$ cat config.mk
export PLATFORM = sky130hd
export DESIGN_NAME = srpm_top
export DESIGN_NICKNAME = d
export VERILOG_FILES = /design/src/inc/srpm_pkg.sv /design/src/hw/srpm_pair_swap.sv /design/src/hw/srpm_sync.sv /design/src/hw/srpm_top.sv
export SDC_FILE = /design/constraint.sdc
export NUM_CORES = 1
export LEC_CHECK = 0
export ABC_AREA = 1
export BUFFER_PORTS_ARGS = -buffer_cell sky130_fd_sc_hd__buf_2
export CAP_MARGIN = 0
export CORE_MARGIN = 2
export CORE_UTILIZATION = 40
export DETAILED_ROUTE_END_ITERATION = 12
export PLACE_DENSITY = 0.87
export SETUP_SLACK_MARGIN = 0.5
export SLEW_MARGIN = 20
export SYNTH_ARGS = -nofsm -noshare
export SYNTH_HDL_FRONTEND = slang
export SYNTH_SLANG_ARGS = --single-unit
$ cat constraint.sdc
create_clock -name clk_in -period 1.7 [get_ports clk_in]
set_input_delay 0.17 -clock clk_in [delete_from_list [all_inputs] [get_ports clk_in]]
set_output_delay 0.17 -clock clk_in [all_outputs]
set_load 0.01 [all_outputs]
$ cat src/inc/srpm_pkg.sv
// Constants and types shared by the strap and ROM pin multiplexer.
// Assumes one 25 MHz device clock and a synchronous active-low reset.
package srpm_pkg;

  // ********************************************************************
  // Pin role selections
  // ********************************************************************
  typedef enum logic [1:0] {
    SRPM_ROLE_ROM,
    SRPM_ROLE_GPO,
    SRPM_ROLE_MON_EN,
    SRPM_ROLE_MON_CLK
  } srpm_role_t;

  // ********************************************************************
  // Reset values
  // ********************************************************************
  localparam logic SRPM_RST_SPEED_STRAP = 1'h1;
  localparam logic SRPM_RST_WIDTH_STRAP = 1'h0;
  localparam logic SRPM_RST_CS          = 1'h0;
  localparam logic SRPM_RST_PIN         = 1'h0;

  // ********************************************************************
  // Default Ethernet settings
  // ********************************************************************
  localparam logic SRPM_SPEED_10        = 1'h0;
  localparam logic SRPM_SPEED_100       = 1'h1;
  localparam logic SRPM_DUPLEX_HALF     = 1'h0;
  localparam logic SRPM_ANEG_OFF        = 1'h0;
  localparam logic SRPM_ANEG_ON         = 1'h1;
  localparam logic SRPM_WIDTH_16        = 1'h0;
  localparam logic SRPM_WIDTH_32        = 1'h1;

  // Synchroniser depth for pin inputs
  localparam int   SRPM_SYNC_STAGES     = 3;

endpackage : srpm_pkg

$ cat src/hw/srpm_pair_swap.sv
// Twisted-pair role swap: routes transmit and receive onto the pin pairs.
// Assumes the analog front end honours the per-pair drive enables.
`timescale 1ns/1ps
module srpm_pair_swap (
  input  wire logic swap_in,
  input  wire logic tx_pos_in,
  input  wire logic tx_neg_in,
  input  wire logic out_pos_in,
  input  wire logic out_neg_in,
  input  wire logic in_pos_in,
  input  wire logic in_neg_in,
  output logic      out_pos_out,
  output logic      out_neg_out,
  output logic      out_oe_out,
  output logic      in_pos_out,
  output logic      in_neg_out,
  output logic      in_oe_out,
  output logic      rx_pos_out,
  output logic      rx_neg_out
);

  // ********************************************************************
  // Routing
  // ********************************************************************
  always_comb begin
    out_pos_out = swap_in ? 1'h0 : tx_pos_in;
    out_neg_out = swap_in ? 1'h0 : tx_neg_in;
    out_oe_out  = !swap_in;
    in_pos_out  = swap_in ? tx_pos_in : 1'h0;
    in_neg_out  = swap_in ? tx_neg_in : 1'h0;
    in_oe_out   = swap_in;
    rx_pos_out  = swap_in ? out_pos_in : in_pos_in;
    rx_neg_out  = swap_in ? out_neg_in : in_neg_in;
  end

endmodule : srpm_pair_swap

$ cat src/hw/srpm_sync.sv
// Three-stage synchroniser with agreement filter for one pin input.
// Assumes the pin is asynchronous to clk_in.
`timescale 1ns/1ps
module srpm_sync (
  input  wire logic clk_in,
  input  wire logic rst_n_in,
  input  wire logic pin_in,
  output logic      level_out
);

  typedef struct packed {
    logic [srpm_pkg::SRPM_SYNC_STAGES-1:0] stg;
    logic                                  lvl;
  } srpm_sync_t;

  srpm_sync_t s_r;
  srpm_sync_t s_nxt;

  // ********************************************************************
  // Filter
  // ********************************************************************
  // Only the second and third stages are compared; the first is never looked at
  always_comb begin
    s_nxt     = s_r;
    s_nxt.stg = {s_r.stg[1:0], pin_in};
    if (!rst_n_in) begin
      // Straps sit still under reset; taking the second stage has the level ready at release
      s_nxt.lvl = s_r.stg[1];
    end else if (s_r.stg[1] == s_r.stg[2]) begin
      s_nxt.lvl = s_r.stg[2];
    end
  end

  // No clearing under reset: the stages must keep tracking the strap pins
  always_ff @(posedge clk_in) begin
    s_r <= s_nxt;
  end

  assign level_out = s_r.lvl;

endmodule : srpm_sync

$ cat src/hw/srpm_top.sv
// Strap latching and serial ROM pin multiplexing for the Ethernet controller.
// Assumes strap resistors hold the shared pins while reset is low, and that
// MII monitor and crossover inputs come from logic on clk_in.
// How it works
// - A low speed strap gives 10 Mbps half duplex without auto-negotiation, a high one 100 Mbps half duplex with it.
// - The bus width strap is read from the ROM data pin in the cycle reset is released.
// - A latched high bus width strap selects a 32-bit host bus, a low one a 16-bit bus.
// - In ROM role the data pin is bidirectional, driven for writes and read back for ROM data.
// - The data pin can instead carry a general output or a monitor of transmit enable or transmit clock.
// - Whenever the data pin is not in ROM role the ROM chip select is held inactive.
// - The clock pin can instead carry a general output or a monitor of receive valid or receive clock.
// - Whenever the clock pin is not in ROM role the ROM chip select is held inactive.
// - In general output role neither pin is read as an input except the data pin for the width strap at reset release.
// - A detected or manually chosen reversed cable swaps the roles of the transmit and receive pairs.
// - The speed strap is latched at reset release and only sets the default Ethernet settings.
`timescale 1ns/1ps
module srpm_top (
  input  wire logic               clk_in,
  input  wire logic               rst_n_in,
  // Straps
  input  wire logic               speed_strap_in,
  output logic                    dflt_speed_100_out,
  output logic                    dflt_full_duplex_out,
  output logic                    dflt_aneg_en_out,
  output logic                    bus_32bit_out,
  // Role selection
  input  wire srpm_pkg::srpm_role_t data_role_in,
  input  wire srpm_pkg::srpm_role_t clock_role_in,
  input  wire logic               general_output_a_in,
  input  wire logic               general_output_b_in,
  // Internal MII monitors
  input  wire logic               mii_tx_en_in,
  input  wire logic               mii_tx_clk_in,
  input  wire logic               mii_rx_dv_in,
  input  wire logic               mii_rx_clk_in,
  // ROM controller side
  input  wire logic               rom_cs_req_in,
  input  wire logic               rom_clk_req_in,
  input  wire logic               rom_do_in,
  input  wire logic               rom_do_en_in,
  output logic                    rom_di_out,
  // ROM pins
  input  wire logic               rom_data_pin_in,
  output logic                    rom_data_pin_out,
  output logic                    rom_data_pin_oe_out,
  output logic                    rom_clock_pin_out,
  output logic                    rom_chip_select_out,
  // Twisted pair
  input  wire logic               xover_detect_in,
  input  wire logic               xover_manual_in,
  input  wire logic               tx_pos_in,
  input  wire logic               tx_neg_in,
  input  wire logic               pair_out_pos_in,
  input  wire logic               pair_out_neg_in,
  input  wire logic               pair_in_pos_in,
  input  wire logic               pair_in_neg_in,
  output logic                    pair_out_pos_out,
  output logic                    pair_out_neg_out,
  output logic                    pair_out_oe_out,
  output logic                    pair_in_pos_out,
  output logic                    pair_in_neg_out,
  output logic                    pair_in_oe_out,
  output logic                    rx_pos_out,
  output logic                    rx_neg_out
);

  typedef struct packed {
    logic in_reset;
    logic speed_strap;
    logic width_strap;
    logic speed_100;
    logic aneg_en;
    logic full_duplex;
    logic bus_32;
    logic data_pin;
    logic data_oe;
    logic clock_pin;
    logic chip_sel;
    logic rom_di;
    logic swap;
  } srpm_state_t;

  srpm_state_t st_r;
  srpm_state_t st_nxt;

  logic speed_sync;
  logic data_sync;

  // Role decode shared by the read-back gate and the chip select
  function automatic logic srpm_is_rom(input srpm_pkg::srpm_role_t role);
    return role == srpm_pkg::SRPM_ROLE_ROM;
  endfunction : srpm_is_rom

  // ********************************************************************
  // Input synchronisers
  // ********************************************************************
  // The data pin is filtered too, so the width strap sees a settled level
  srpm_sync u_speed_sync (
    .clk_in    (clk_in),
    .rst_n_in  (rst_n_in),
    .pin_in    (speed_strap_in),
    .level_out (speed_sync)
  );

  srpm_sync u_data_sync (
    .clk_in    (clk_in),
    .rst_n_in  (rst_n_in),
    .pin_in    (rom_data_pin_in),
    .level_out (data_sync)
  );

  // ********************************************************************
  // Next state
  // ********************************************************************
  always_comb begin
    st_nxt          = st_r;
    st_nxt.in_reset = 1'h0;
    // Straps are captured only on the first cycle out of reset
    if (st_r.in_reset) begin
      st_nxt.speed_strap = speed_sync;
      st_nxt.width_strap = data_sync;
    end

    if (st_nxt.speed_strap) begin
      st_nxt.speed_100 = srpm_pkg::SRPM_SPEED_100;
      st_nxt.aneg_en   = srpm_pkg::SRPM_ANEG_ON;
    end else begin
      st_nxt.speed_100 = srpm_pkg::SRPM_SPEED_10;
      st_nxt.aneg_en   = srpm_pkg::SRPM_ANEG_OFF;
    end
    st_nxt.full_duplex = srpm_pkg::SRPM_DUPLEX_HALF;
    st_nxt.bus_32 = st_nxt.width_strap ? srpm_pkg::SRPM_WIDTH_32 : srpm_pkg::SRPM_WIDTH_16;

    // Data pin role; the pin stays tristated until the strap is taken
    st_nxt.data_oe = 1'h1;
    case (data_role_in)
      srpm_pkg::SRPM_ROLE_ROM: begin
        st_nxt.data_pin = rom_do_in;
        st_nxt.data_oe  = rom_do_en_in;
      end
      srpm_pkg::SRPM_ROLE_GPO: begin
        st_nxt.data_pin = general_output_a_in;
      end
      srpm_pkg::SRPM_ROLE_MON_EN: begin
        st_nxt.data_pin = mii_tx_en_in;
      end
      default: begin
        st_nxt.data_pin = mii_tx_clk_in;
      end
    endcase
    if (st_r.in_reset) begin
      st_nxt.data_oe = 1'h0;
    end

    // ROM read data only listens in ROM role, never as a general input
    st_nxt.rom_di = srpm_is_rom(data_role_in) ? data_sync : 1'h0;

    case (clock_role_in)
      srpm_pkg::SRPM_ROLE_ROM: begin
        st_nxt.clock_pin = rom_clk_req_in;
      end
      srpm_pkg::SRPM_ROLE_GPO: begin
        st_nxt.clock_pin = general_output_b_in;
      end
      srpm_pkg::SRPM_ROLE_MON_EN: begin
        st_nxt.clock_pin = mii_rx_dv_in;
      end
      default: begin
        st_nxt.clock_pin = mii_rx_clk_in;
      end
    endcase

    st_nxt.chip_sel = rom_cs_req_in
                      && srpm_is_rom(data_role_in)
                      && srpm_is_rom(clock_role_in);

    st_nxt.swap = xover_detect_in || xover_manual_in;
  end

  // ********************************************************************
  // State register
  // ********************************************************************
  always_ff @(posedge clk_in) begin
    if (!rst_n_in) begin
      st_r             <= '0;
      st_r.in_reset    <= 1'h1;
      st_r.speed_strap <= srpm_pkg::SRPM_RST_SPEED_STRAP;
      st_r.width_strap <= srpm_pkg::SRPM_RST_WIDTH_STRAP;
      st_r.speed_100   <= srpm_pkg::SRPM_SPEED_100;
      st_r.aneg_en     <= srpm_pkg::SRPM_ANEG_ON;
      st_r.chip_sel    <= srpm_pkg::SRPM_RST_CS;
      st_r.data_pin    <= srpm_pkg::SRPM_RST_PIN;
    end else begin
      st_r <= st_nxt;
    end
  end

  // ********************************************************************
  // Pair swap
  // ********************************************************************
  // Swap select is registered; the pair paths themselves are analog-side wiring
  srpm_pair_swap u_pair_swap (
    .swap_in     (st_r.swap),
    .tx_pos_in   (tx_pos_in),
    .tx_neg_in   (tx_neg_in),
    .out_pos_in  (pair_out_pos_in),
    .out_neg_in  (pair_out_neg_in),
    .in_pos_in   (pair_in_pos_in),
    .in_neg_in   (pair_in_neg_in),
    .out_pos_out (pair_out_pos_out),
    .out_neg_out (pair_out_neg_out),
    .out_oe_out  (pair_out_oe_out),
    .in_pos_out  (pair_in_pos_out),
    .in_neg_out  (pair_in_neg_out),
    .in_oe_out   (pair_in_oe_out),
    .rx_pos_out  (rx_pos_out),
    .rx_neg_out  (rx_neg_out)
  );

  // ********************************************************************
  // Outputs
  // ********************************************************************
  assign dflt_speed_100_out   = st_r.speed_100;
  assign dflt_full_duplex_out = st_r.full_duplex;
  assign dflt_aneg_en_out     = st_r.aneg_en;
  assign bus_32bit_out        = st_r.bus_32;
  assign rom_di_out           = st_r.rom_di;
  assign rom_data_pin_out     = st_r.data_pin;
  assign rom_data_pin_oe_out  = st_r.data_oe;
  assign rom_clock_pin_out    = st_r.clock_pin;
  assign rom_chip_select_out  = st_r.chip_sel;

endmodule : srpm_top

-- Yosys cells after proc, flatten, opt, wreduce, memory -nomap -nowiden
Index checks and enable logic that the tools add are counted.
- flip-flop bits (word level): 21
- input bits: 26
- word-level logic and storage cells: 53
- equality and inequality tests: 8
- multiplexer cells: 19
- bitwise operators: 1
- reduce and logical (&&, ||, !) cells: 8
- operator list (cell ; number):
    2-to-1 mux 1 bit ; 14
    2-to-1 mux 13 bit ; 1
    case mux 1 bit (3 select lines) ; 2
    equality test 2 x 1 -> 1 bit, second input constant ; 2
    equality test 2 bit, second input constant ; 2
    logical NOT 2 bit ; 2
    2-to-1 mux 2 bit ; 2
    != test 2 x 1 -> 1 bit, second input constant ; 2
    equality test 1 bit ; 2
    logical AND 1 bit ; 2
    AND reduction 2 bit ; 1
    OR reduction 2 bit ; 1
    logical NOT 1 bit ; 1
    logical OR 1 bit ; 1
    NOT 1 bit ; 1

-- Logic depth before layout (Yosys ltp)
Gate-level depths: netlist of the first run.
- word-level depth: 4
- gate-level depth with buffers: 4

-- Hierarchy
From an unflattened synthesis of the first run, not the netlist that was laid out.
- cells, all modules: 92
- area total of the unflattened synthesis: 686.9 um^2
- by module, submodules not included (module ; instances ; cells an instance ; area an instance (um^2) ; seq. area each (um^2)):
    srpm_top ; 1 ; 54 ; 375.4 ; 180.2
    srpm_sync ; 2 ; 11 ; 123.9 ; 90.1
    srpm_pair_swap ; 1 ; 16 ; 63.8 ; 0.0

-- Least setup slack after synthesis of the first run
No wires, ideal clock.
- path kind: register to output
- start: register st_r[0] (netlist bit)
- end: output rx_neg_out
- arrival time: 0.740 ns
- data required time: 1.530 ns
- path slack: 0.790 ns
- cell stages (with the launch flop): 4
- path buffers: 0
- path through: dfxtp_1 inv_1 nand2_1 nand2_1
- word-level cells in the longest chain between the ends: 1
- ends and longest elaborated chain (item ; RTL line ; source):
    from (decl) ; srpm_top.sv:83 ; srpm_state_t st_r;
    from (signal assigned) ; srpm_top.sv:194 ; st_r <= st_nxt;
    2-to-1 mux 1 bit ; srpm_pair_swap.sv:33 ; rx_neg_out = swap_in ? out_neg_in : in_neg_in;
    to (decl) ; srpm_top.sv:64 ; output logic rx_neg_out
No other way between the ends.

-- Worst setup path in the final report of the first run
Same ends and word-level chain as after synthesis.

==> impl_metrics.json, run 1 <==
{
  "status": "finished, final reports clean",
  "endpoint_kind": "output pin",
  "clock-skew-final_ps": 6.61,
  "ys_seq_area_share_pct": 53.7,
  "io_buffers": 41,
  "setup_viol": 0,
  "critPathArrivalTime_ps": 970,
  "path_cells": "inv_1 > nand2_1 > nand2_1 > buf_2",
  "cts.clk_slew.worst_paths_ps": 80,
  "fin_cells": 149,
  "critPathBufInv": 2,
  "ys_seq_elements": 17,
  "core-area_sq_um": 1540,
  "rows": 14,
  "fin_crit_ps": 1140,
  "nNetsFinal": 160,
  "dp.cells": 143,
  "peakVddDrop_v": 0.000630,
  "gr-usage-all-layers_pct": 15.1,
  "min_period_over_period_pct": 67.3,
  "clockBufferDepth": 2,
  "grt_max_degree": 10,
  "cap_violations": 0,
  "cts-buffers-inserted": 3,
  "drc": 0,
  "hp-start": "xover_detect_in",
  "synth_top_area_share_pct": 44.8,
  "cp_max_fo": 8,
  "syn_inst": 89,
  "critPathSlowestCell": "dfxtp_4",
  "drtAntennaViolNets": 0,
  "reg2reg_slack_ps": 870,
  "worstHoldPathCells": 3,
  "crit_family": "flip-flops",
  "critPathLaunchType": "register",
  "insertion_delay_ps": 280,
  "drt_iter0_drc": 5,
  "cts_tree": "yes",
  "fin_tns_setup_ps": 0,
  "synth_edf_count": 2,
  "synth_top_area_cell": "dfxtp_1",
  "die_height_um": 44.9,
  "grt_first_pass_wirelength_mm": 2.23,
  "grt_pass1_vias": 628,
  "syn_to_final_growth_pct": 37.1,
  "fp.dieW_um": 44.9,
  "path_class": "reg2out",
  "crit_start": "st_r[0]$_SDFF_PN0_",
  "synthesis.area_sq_um": 671,
  "reg2reg_depth": 2,
  "globalRoute.totalOverflow": 0,
  "final-hold-violation-count": 0,
  "vias_per_cell": 4.47,
  "clock-sinks": 17,
  "reg2reg_from": "u_data_sync.s_nxt[3]$_DFF_P_",
  "drv_slew": 0,
  "ys_async_sr_fraction_pct": 0,
  "die_area_sq_um": 2020,
  "cpPeakStageDelay_ps": 390,
  "syn-num-nets": 115,
  "vias": 666,
  "hpwlAfterDp_mm": 1.11,
  "power_leakage_nw": 0.549,
  "path_common_cell": "nand2_1",
  "synth.avg_cell_area_sq_um": 7.54,
  "diodes": 0,
  "timing.rr.end": "u_data_sync.level_out$_DFFE_PP_",
  "hold_class": "in2reg",
  "avgRoutedWirePerCell_um": 9.35,
  "drtPass1Iterations": 4,
  "htreeDepth": 1,
  "yosys_warnings": 0,
  "holdPathEnd": "st_r[0]$_SDFF_PN0_",
  "synth_area_leaders": "dfxtp_1 (45%), nand2_1 (17%), edfxtp_1 (9.0%)",
  "gp_congestion": 0.703,
  "clockRootBuffer": "clkbuf_4",
  "synthFlopType": "dfxtp_1",
  "rsz0062_at_grt": "no",
  "ys_types": 15,
  "max_freq_mhz": 874,
  "io_pins": 43,
  "power_density_nw_per_um2": 841,
  "initial_core_util_pct": 43.5,
  "antenna_found_initial": 0,
  "critPathRequiredTime_ps": 1530,
  "drive_above_1_share_pct": 36.8,
  "drt-total-wl_mm": 1.39
}
==> worst reg2reg max path, cell delays in order, from the launching register on <==
cell     delay, ps
dfxtp_1        390
a21oi_2         80
o21ai_0         80
==> how the worst max path moves through the flow <==
stage | end | slack (ps) | depth (start not counted)
2_1_floorplan | rx_neg_out | 790 | 3
3_3_place_gp | rx_pos_out | 820 | 4
5_1_grt | rx_neg_out | 510 | 4
3_5_place_dp | rx_neg_out | 750 | 4
6_report | rx_neg_out | 560 | 4
4_1_cts | rx_neg_out | 510 | 4
==> cell families (layout without fill, tap and decap cells) <==
| group | after synthesis | count (layout) | share of synthesized area [%] |
|---|---|---|---|
| compound gates | 9 | 9 | 7.84 |
| buf+inv | 20 | 64 | 13.4 |
| flops | 17 | 17 | 53.7 |
| other cells | 1 | 1 | 0.559 |
| simple gates | 42 | 42 | 24.4 |
==> report_power, final <==
part | internal (W) | total, W | switching, W
logic | 0.0000584 | 0.000122 | 0.0000636
clock network | 0.0000911 | 0.000206 | 0.000115
registers | 0.000431 | 0.000445 | 0.0000140
==> synth_stat cells (2+ instances only) <==
library cell,number
inv_1,16
nand2_1,31
nand3_1,3
a21oi_2,2
a21oi_1,4
buf_4,2
nor2_1,7
edfxtp_1,2
dfxtp_1,15
o21ai_0,2
==> per-stage QoR <==
stage	power, W	hold WS (ps)	cell area (sq um)	worst slack [ps]	util, %
2_1_floorplan	0.000517	198	671	790	-
6_report	0.000773	90.8	920	556	59.7
4_1_cts	0.000781	86.8	917	512	59.5
3_3_place_gp	0.000567	273	870	816	56.4
3_5_place_dp	0.000573	274	870	745	56.4
5_1_grt	0.000816	80.4	920	505	59.7
==> cell type report <==
type	instances	area, sq um
clock buffers	4	26.3
well taps	16	20.0
multi-input cells	52	220
flip-flops and latches	17	364
repair buffers	43	225
fillers	132	622
inverters	17	63.8
==> timing repair <==
action,4_1_cts,5_1_grt
gates resized for setup,1,1
hold endpoints to repair,2,0
buffers inserted,0,0
setup endpoints to repair,2,2
hold buffers,2,0
cloned,0,0
==> cell usage in the layout (no fill, tap or decap) <==
cell type,synthesis,final
clkbuf_4,0,3
dfxtp_4,0,1
nor2_2,1,1
nor2_1,7,7
o21ai_1,1,1
o21ai_0,2,2
edfxtp_1,2,2
clkbuf_1,0,1
buf_2,0,41
nand3_1,3,3
conb_1,1,1
inv_2,1,1
a21oi_1,4,4
dlygate4sd3_1,0,2
a21oi_2,2,2
inv_1,16,16
dfxtp_1,15,14
nand2_1,31,31
==> layer usage <==
metal / GRT usage [%] / share of wire, % / vias to the layer above
met2: 32.3 / 58 / 16
li1: - / - / 351
met5: 0 / 0 / -
met3: 6.00 / 4.8 / 0
met1: 12.1 / 37 / 299
met4: 3.53 / 0 / 0
Power figures use the tool's default switching activity.
==> inputs of run 2 (changes only) <==
--- a/config.mk
+++ b/config.mk
@@ -5,13 +5,13 @@
 export SDC_FILE = /design/constraint.sdc
 export NUM_CORES = 1
 export LEC_CHECK = 0
-export ABC_AREA = 1
+export ABC_AREA = 0
 export BUFFER_PORTS_ARGS = -buffer_cell sky130_fd_sc_hd__buf_2
 export CAP_MARGIN = 0
 export CORE_MARGIN = 2
-export CORE_UTILIZATION = 40
+export CORE_UTILIZATION = 38
 export DETAILED_ROUTE_END_ITERATION = 12
-export PLACE_DENSITY = 0.87
+export PLACE_DENSITY = 0.86
 export SETUP_SLACK_MARGIN = 0.5
 export SLEW_MARGIN = 20
 export SYNTH_ARGS = -nofsm -noshare
==> constraint.sdc (replaced) <==
create_clock -name clk_in -period 1.06 [get_ports clk_in]
set_input_delay 0.106 -clock clk_in [delete_from_list [all_inputs] [get_ports clk_in]]
set_output_delay 0.106 -clock clk_in [all_outputs]
set_load 0.01 [all_outputs]
==> run 2 against run 1 <==
The run now ends with setup timing left. Combinational power increased by 110%. Synthesized cell count decreased by 43%. Design area increased by 13%. Critical path depth decreased by 2. Sequential power increased by 61%. Total power increased by 68%. Cell count decreased by 22%. Worst hold slack got worse by 59 ps. Via count decreased by 19%. Clock skew decreased by 3.8 ps. Critical path type unchanged. Critical endpoint unchanged. Highest routed layer is now met4.
==> impl_metrics.json, run 2 <==
{
  "status": "complete, but fails checks",
  "failed_checks": "setup timing",
  "gp_congestion": 0.641,
  "rows": 14,
  "die_height_um": 44.1,
  "synth.most_common_cell": "dfxtp_1",
  "clockRootBuffer": "clkbuf_4",
  "syn_inst": 51,
  "htreeDepth": 1,
  "drtAntennaViolNets": 0,
  "synthFlopType": "dfxtp_1",
  "grt_first_pass_wirelength_mm": 2.28,
  "ys_async_sr_fraction_pct": 0,
  "crit_family": "flip-flops",
  "mostFrequentLayoutCells": "buf_2 (30), buf_6 (11), dfxtp_2 (6), dfxtp_1 (6), nor2_1 (5)",
  "cpPeakStageDelay_ps": 380,
  "max_freq_mhz": 835,
  "clockBufferDepth": 2,
  "layout_setup_ws_ps": -137,
  "power_density_nw_per_um2": 1250,
  "critPathLaunchType": "register",
  "path_class": "reg2out",
  "cts_tree": "yes",
  "synthesis.area_sq_um": 612,
  "drc": 0,
  "path_cells": "mux2_4 > buf_6",
  "syn-num-nets": 77,
  "cap_violations": 0,
  "total_power_w": 0.00130,
  "syn_to_final_growth_pct": 69.3,
  "vias": 540,
  "nNetsFinal": 127,
  "fin_crit_ps": 1200,
  "rsz0062_at_grt": "yes",
  "synth_edf_count": 2,
  "ys_seq_area_share_pct": 58.9,
  "synth_area_leaders": "dfxtp_1 (49%), edfxtp_1 (9.8%), mux2_2 (7.4%)",
  "vias_per_cell": 4.66,
  "finalInstanceArea_sq_um": 1040,
  "ys_types": 17,
  "final-hold-violation-count": 0,
  "critPathRequiredTime_ps": 950,
  "yosys-top-cells-count": "dfxtp_1 (15), nor2_1 (5), and2_1 (4), mux2_2 (4), nand2_1 (3)",
  "setup_viol": 8,
  "cts-buffers-inserted": 3,
  "gr-usage-all-layers_pct": 16.4,
  "drive_above_1_share_pct": 71.0,
  "avgRoutedWirePerCell_um": 11.5,
  "fp.dieW_um": 44.1,
  "drt_iter0_drc": 6,
  "initial_core_util_pct": 40.6,
  "io_pins": 43,
  "grt_max_degree": 11,
  "critPathBufInv": 1,
  "io_buffers": 41,
  "cts.clk_slew.worst_paths_ps": 90,
  "hpwlAfterDp_um": 943,
  "drt-total-wl_mm": 1.34,
  "clock-sinks": 17,
  "ys_seq_elements": 17,
  "drv_slew": 0,
  "hold_class": "in2reg",
  "yosys_warnings": 0,
  "grt_pass1_vias": 575,
  "cp_max_fo": 4,
  "critPathSlowestCell": "dfxtp_4",
  "post-place-ws_ps": 85.0,
  "post_dp_cell_area_sq_um": 841,
  "power_leakage_nw": 0.521,
  "critPathArrivalTime_ps": 1090,
  "antenna_found_initial": 0,
  "die_area_sq_um": 1950,
  "utilization_pct": 68.8,
  "min_period_over_period_pct": 113,
  "clock-skew-final_ps": 2.80,
  "globalRoute.totalOverflow": 0,
  "synth_top_area_share_pct": 49.1,
  "core-area_sq_um": 1510,
  "final_common_cell": "buf_2",
  "diodes": 0,
  "endpoint_kind": "output pin",
  "insertion_delay_ps": 280,
  "peakVddDrop_v": 0.000923,
  "synth.avg_cell_area_sq_um": 12.0,
  "fillCellCount": 112,
  "drtPass1Iterations": 2,
  "synth_top_area_cell": "dfxtp_1"
}
==> run 2: what timing repair did <==
action                                  CTS  global route
endpoints found under the setup margin   26            25
buffers inserted                          3             2
hold endpoints to repair                  2             0
pin swaps                                 3             1
hold buffers                              2             0
gates cloned                              0             0
resized for setup                        17             9
==> run 2: worst register-to-register path: stages, from the launching register on <==
cell and delay [ps]:
dfxtp_4 370, xor2_2 170, nand2_1 60
==> run 2: cells by family after synthesis <==
kind of cell           after synthesis  synth area share [%]
XOR/XNOR                             2                  2.86
AND/OR/NAND/NOR                     18                  15.1
buffers and inverters                5                  4.50
flip-flops                          17                  58.9
multiplexers                         8                  18.0
other                                1                 0.613
==> run 2: metrics by stage <==
step	instances	setup TNS (ps)	hold WS [ps]
global route	116	-1050	71.8
finish	116	-655	31.4
CTS	114	-728	15.5
global placement	105	0	209
detailed placement	105	0	210
floorplan	51	0	134
==> run 2: worst paths after layout <==
| kind | start | slack [ps] | cells after the start | endpoint |
|---|---|---|---|---|
| hold / removal | xover_detect_in | 30 | 3 | st_r[0]$_SDFF_PN0_ |
| hold reg to reg | u_speed_sync.s_nxt[2]$_DFF_P_ | 330 | 0 | u_speed_sync.s_nxt[3]$_DFF_P_ |
| setup reg to reg | u_speed_sync.s_nxt[3]$_DFF_P_ | 190 | 2 | u_speed_sync.level_out$_DFFE_PP_ |
| setup / recovery | st_r[0]$_SDFF_PN0_ | -140 | 2 | rx_neg_out |
==> run 2: metal layers <==
layer	routed length [um]	GRT usage [%]	up-vias
li1	-	-	263
met3	154	8.16	2
met4	27	8.48	0
met1	445	14.8	243
met5	0	0	-
met2	712	29.7	32
==> run 2: power by group <==
group          internal [W]  switching, W  total, W
combinational      0.000169     0.0000894  0.000258
sequential         0.000693     0.0000251  0.000718
clock              0.000146      0.000176  0.000322
==> run 2: area by class of cell <==
| cell class | instances | area [sq um] | area share [%] |
|---|---|---|---|
| flip-flops and latches | 17 | 379 | 36.6 |
| repair buffers | 48 | 339 | 32.7 |
| clock buffers | 4 | 26.3 | 2.54 |
| multi-input cells | 29 | 264 | 25.5 |
| well taps | 16 | 20.0 | 1.93 |
| inverters | 2 | 7.51 | 0.725 |
==> inputs of run 3 (changes only) <==
--- a/config.mk
+++ b/config.mk
@@ -5,13 +5,13 @@
 export SDC_FILE = /design/constraint.sdc
 export NUM_CORES = 1
 export LEC_CHECK = 0
-export ABC_AREA = 0
+export ABC_AREA = 1
 export BUFFER_PORTS_ARGS = -buffer_cell sky130_fd_sc_hd__buf_2
 export CAP_MARGIN = 0
 export CORE_MARGIN = 2
-export CORE_UTILIZATION = 38
+export CORE_UTILIZATION = 40
 export DETAILED_ROUTE_END_ITERATION = 12
-export PLACE_DENSITY = 0.86
+export PLACE_DENSITY = 0.87
 export SETUP_SLACK_MARGIN = 0.5
 export SLEW_MARGIN = 20
 export SYNTH_ARGS = -nofsm -noshare
==> run 3 against run 2 <==
The flow still finishes with violations (setup timing). Combinational power rose by 3%. Non-clock buffer count fell by 3. Total power rose by 2.1%. Critical path type unchanged. Largest cell class unchanged. Largest power group unchanged. Highest routed layer unchanged.
==> impl_metrics.json, run 3 (synthesis gave the netlist of run 1 again) <==
{
  "total_power_w": 0.00133,
  "grt_pass1_vias": 633,
  "drtPass1Iterations": 4,
  "cap_violations": 0,
  "layout_setup_ws_ps": -49.1,
  "hold_class": "in2reg",
  "path_class": "reg2out",
  "vias_per_cell": 4.66,
  "power_leakage_nw": 0.589,
  "cts.clk_slew.worst_paths_ps": 80,
  "hpwlAfterDp_mm": 1.16,
  "area.sequential_sq_um": 375,
  "clock-sinks": 17,
  "die_area_sq_um": 2020,
  "clockRootBuffer": "clkbuf_4",
  "rsz0062_at_grt": "yes",
  "drc": 0,
  "min_period_over_period_pct": 105,
  "syn_to_final_growth_pct": 59.5,
  "fin_cells": 151,
  "final_common_cell": "buf_2",
  "mostFrequentLayoutCells": "buf_2 (33), nand2_1 (25), inv_1 (11)",
  "failed_checks": "setup timing",
  "drt-total-wl_mm": 1.59,
  "critPathArrivalTime_ps": 1000,
  "insertion_delay_ps": 290,
  "initial_core_util_pct": 43.5,
  "vias": 703,
  "fin_crit_ps": 1110,
  "cts-buffers-inserted": 3,
  "status": "complete, but fails checks",
  "gr-usage-all-layers_pct": 16.5,
  "drv_slew": 0,
  "die_height_um": 44.9,
  "peakVddDrop_v": 0.000936,
  "whs_ps": 28.3,
  "cpPeakStageDelay_ps": 440,
  "cts_tree": "yes",
  "endpoint_kind": "output pin",
  "grt_first_pass_wirelength_mm": 2.37,
  "rows": 14,
  "critPathSlowestCell": "dfxtp_4",
  "power_density_nw_per_um2": 1240,
  "avgRoutedWirePerCell_um": 10.5,
  "dp.cells": 143,
  "globalRoute.totalOverflow": 0,
  "crit_family": "flip-flops",
  "path_cells": "inv_4 > nand2_4 > nand2_2 > buf_6",
  "utilization_pct": 69.4,
  "setup_viol": 2,
  "critPathRequiredTime_ps": 950,
  "multi_input_area_sq_um": 282,
  "drt_iter0_drc": 6,
  "io_buffers": 41,
  "diodes": 0,
  "grt_max_degree": 10,
  "final-hold-violation-count": 0,
  "drtAntennaViolNets": 0,
  "drive_above_1_share_pct": 56.3,
  "clockBufferDepth": 2,
  "max_freq_mhz": 902,
  "gp_congestion": 0.723,
  "io_pins": 43,
  "fp.dieW_um": 44.9,
  "htreeDepth": 1,
  "fillCellCount": 121,
  "critPathLaunchType": "register",
  "clock-skew-final_ps": 9.04,
  "core-area_sq_um": 1540,
  "cp_max_fo": 8,
  "antenna_found_initial": 0,
  "critPathBufInv": 2,
  "nNetsFinal": 162
}
-- run 3: per-stage QoR --
| stage | TNS, ps | setup slack, ps | area, sq um |
|---|---|---|---|
| after global placement | 0 | 271 | 910 |
| after global routing | -206 | -93.9 | 1070 |
| after floorplan | 0 | 321 | 714 |
| after CTS | -126 | -62.9 | 1040 |
| after detailed placement | 0 | 240 | 910 |
| final | -96.6 | -49.1 | 1070 |
-- run 3: power breakdown --
group          switching (W)  internal, W  leakage [nW]
Sequential         0.0000332     0.000694         0.147
Combinational       0.000126     0.000141         0.427
Clock               0.000186     0.000146        0.0150
-- run 3: cell type report --
cell class	instances	area share, %
Inverter	17	6.20
Clock buffer	4	2.46
Timing Repair Buffer	45	28.1
Multi-Input combinational cell	52	26.3
Sequential cell	17	35.1
Tap cell	16	1.87
-- run 3: final timing paths --
kind	startpoint	end	slack [ps]	cells past startpoint
hold reg to reg	u_speed_sync.s_nxt[2]$_DFF_P_	u_speed_sync.s_nxt[3]$_DFF_P_	330	0
setup reg to reg	u_speed_sync.s_nxt[3]$_DFF_P_	u_speed_sync.level_out$_DFFE_PP_	280	2
setup / recovery	st_r[0]$_SDFF_PN0_	rx_pos_out	-50	4
hold / removal	xover_detect_in	st_r[0]$_SDFF_PN0_	30	3
-- run 3: layer usage --
| metal | part of all wire [%] | GRT usage [%] |
|---|---|---|
| met4 | 0.69 | 8.24 |
| met5 | 0 | 0 |
| met3 | 4.0 | 4.80 |
| met1 | 35 | 15.4 |
| met2 | 60 | 31.7 |
-- run 3: worst register-to-register path, delay by kind of cell (launching register included) --
family | cells | cell delay [ps]
flops | 1 | 360
compound gates | 2 | 130
-- run 3: timing repair --
action | CTS | global route
endpoints found under the setup margin | 24 | 25
hold endpoints to repair | 2 | 0
pin swaps | 3 | 4
buffers inserted | 2 | 0
resized for setup | 12 | 10
hold buffers | 2 | 0
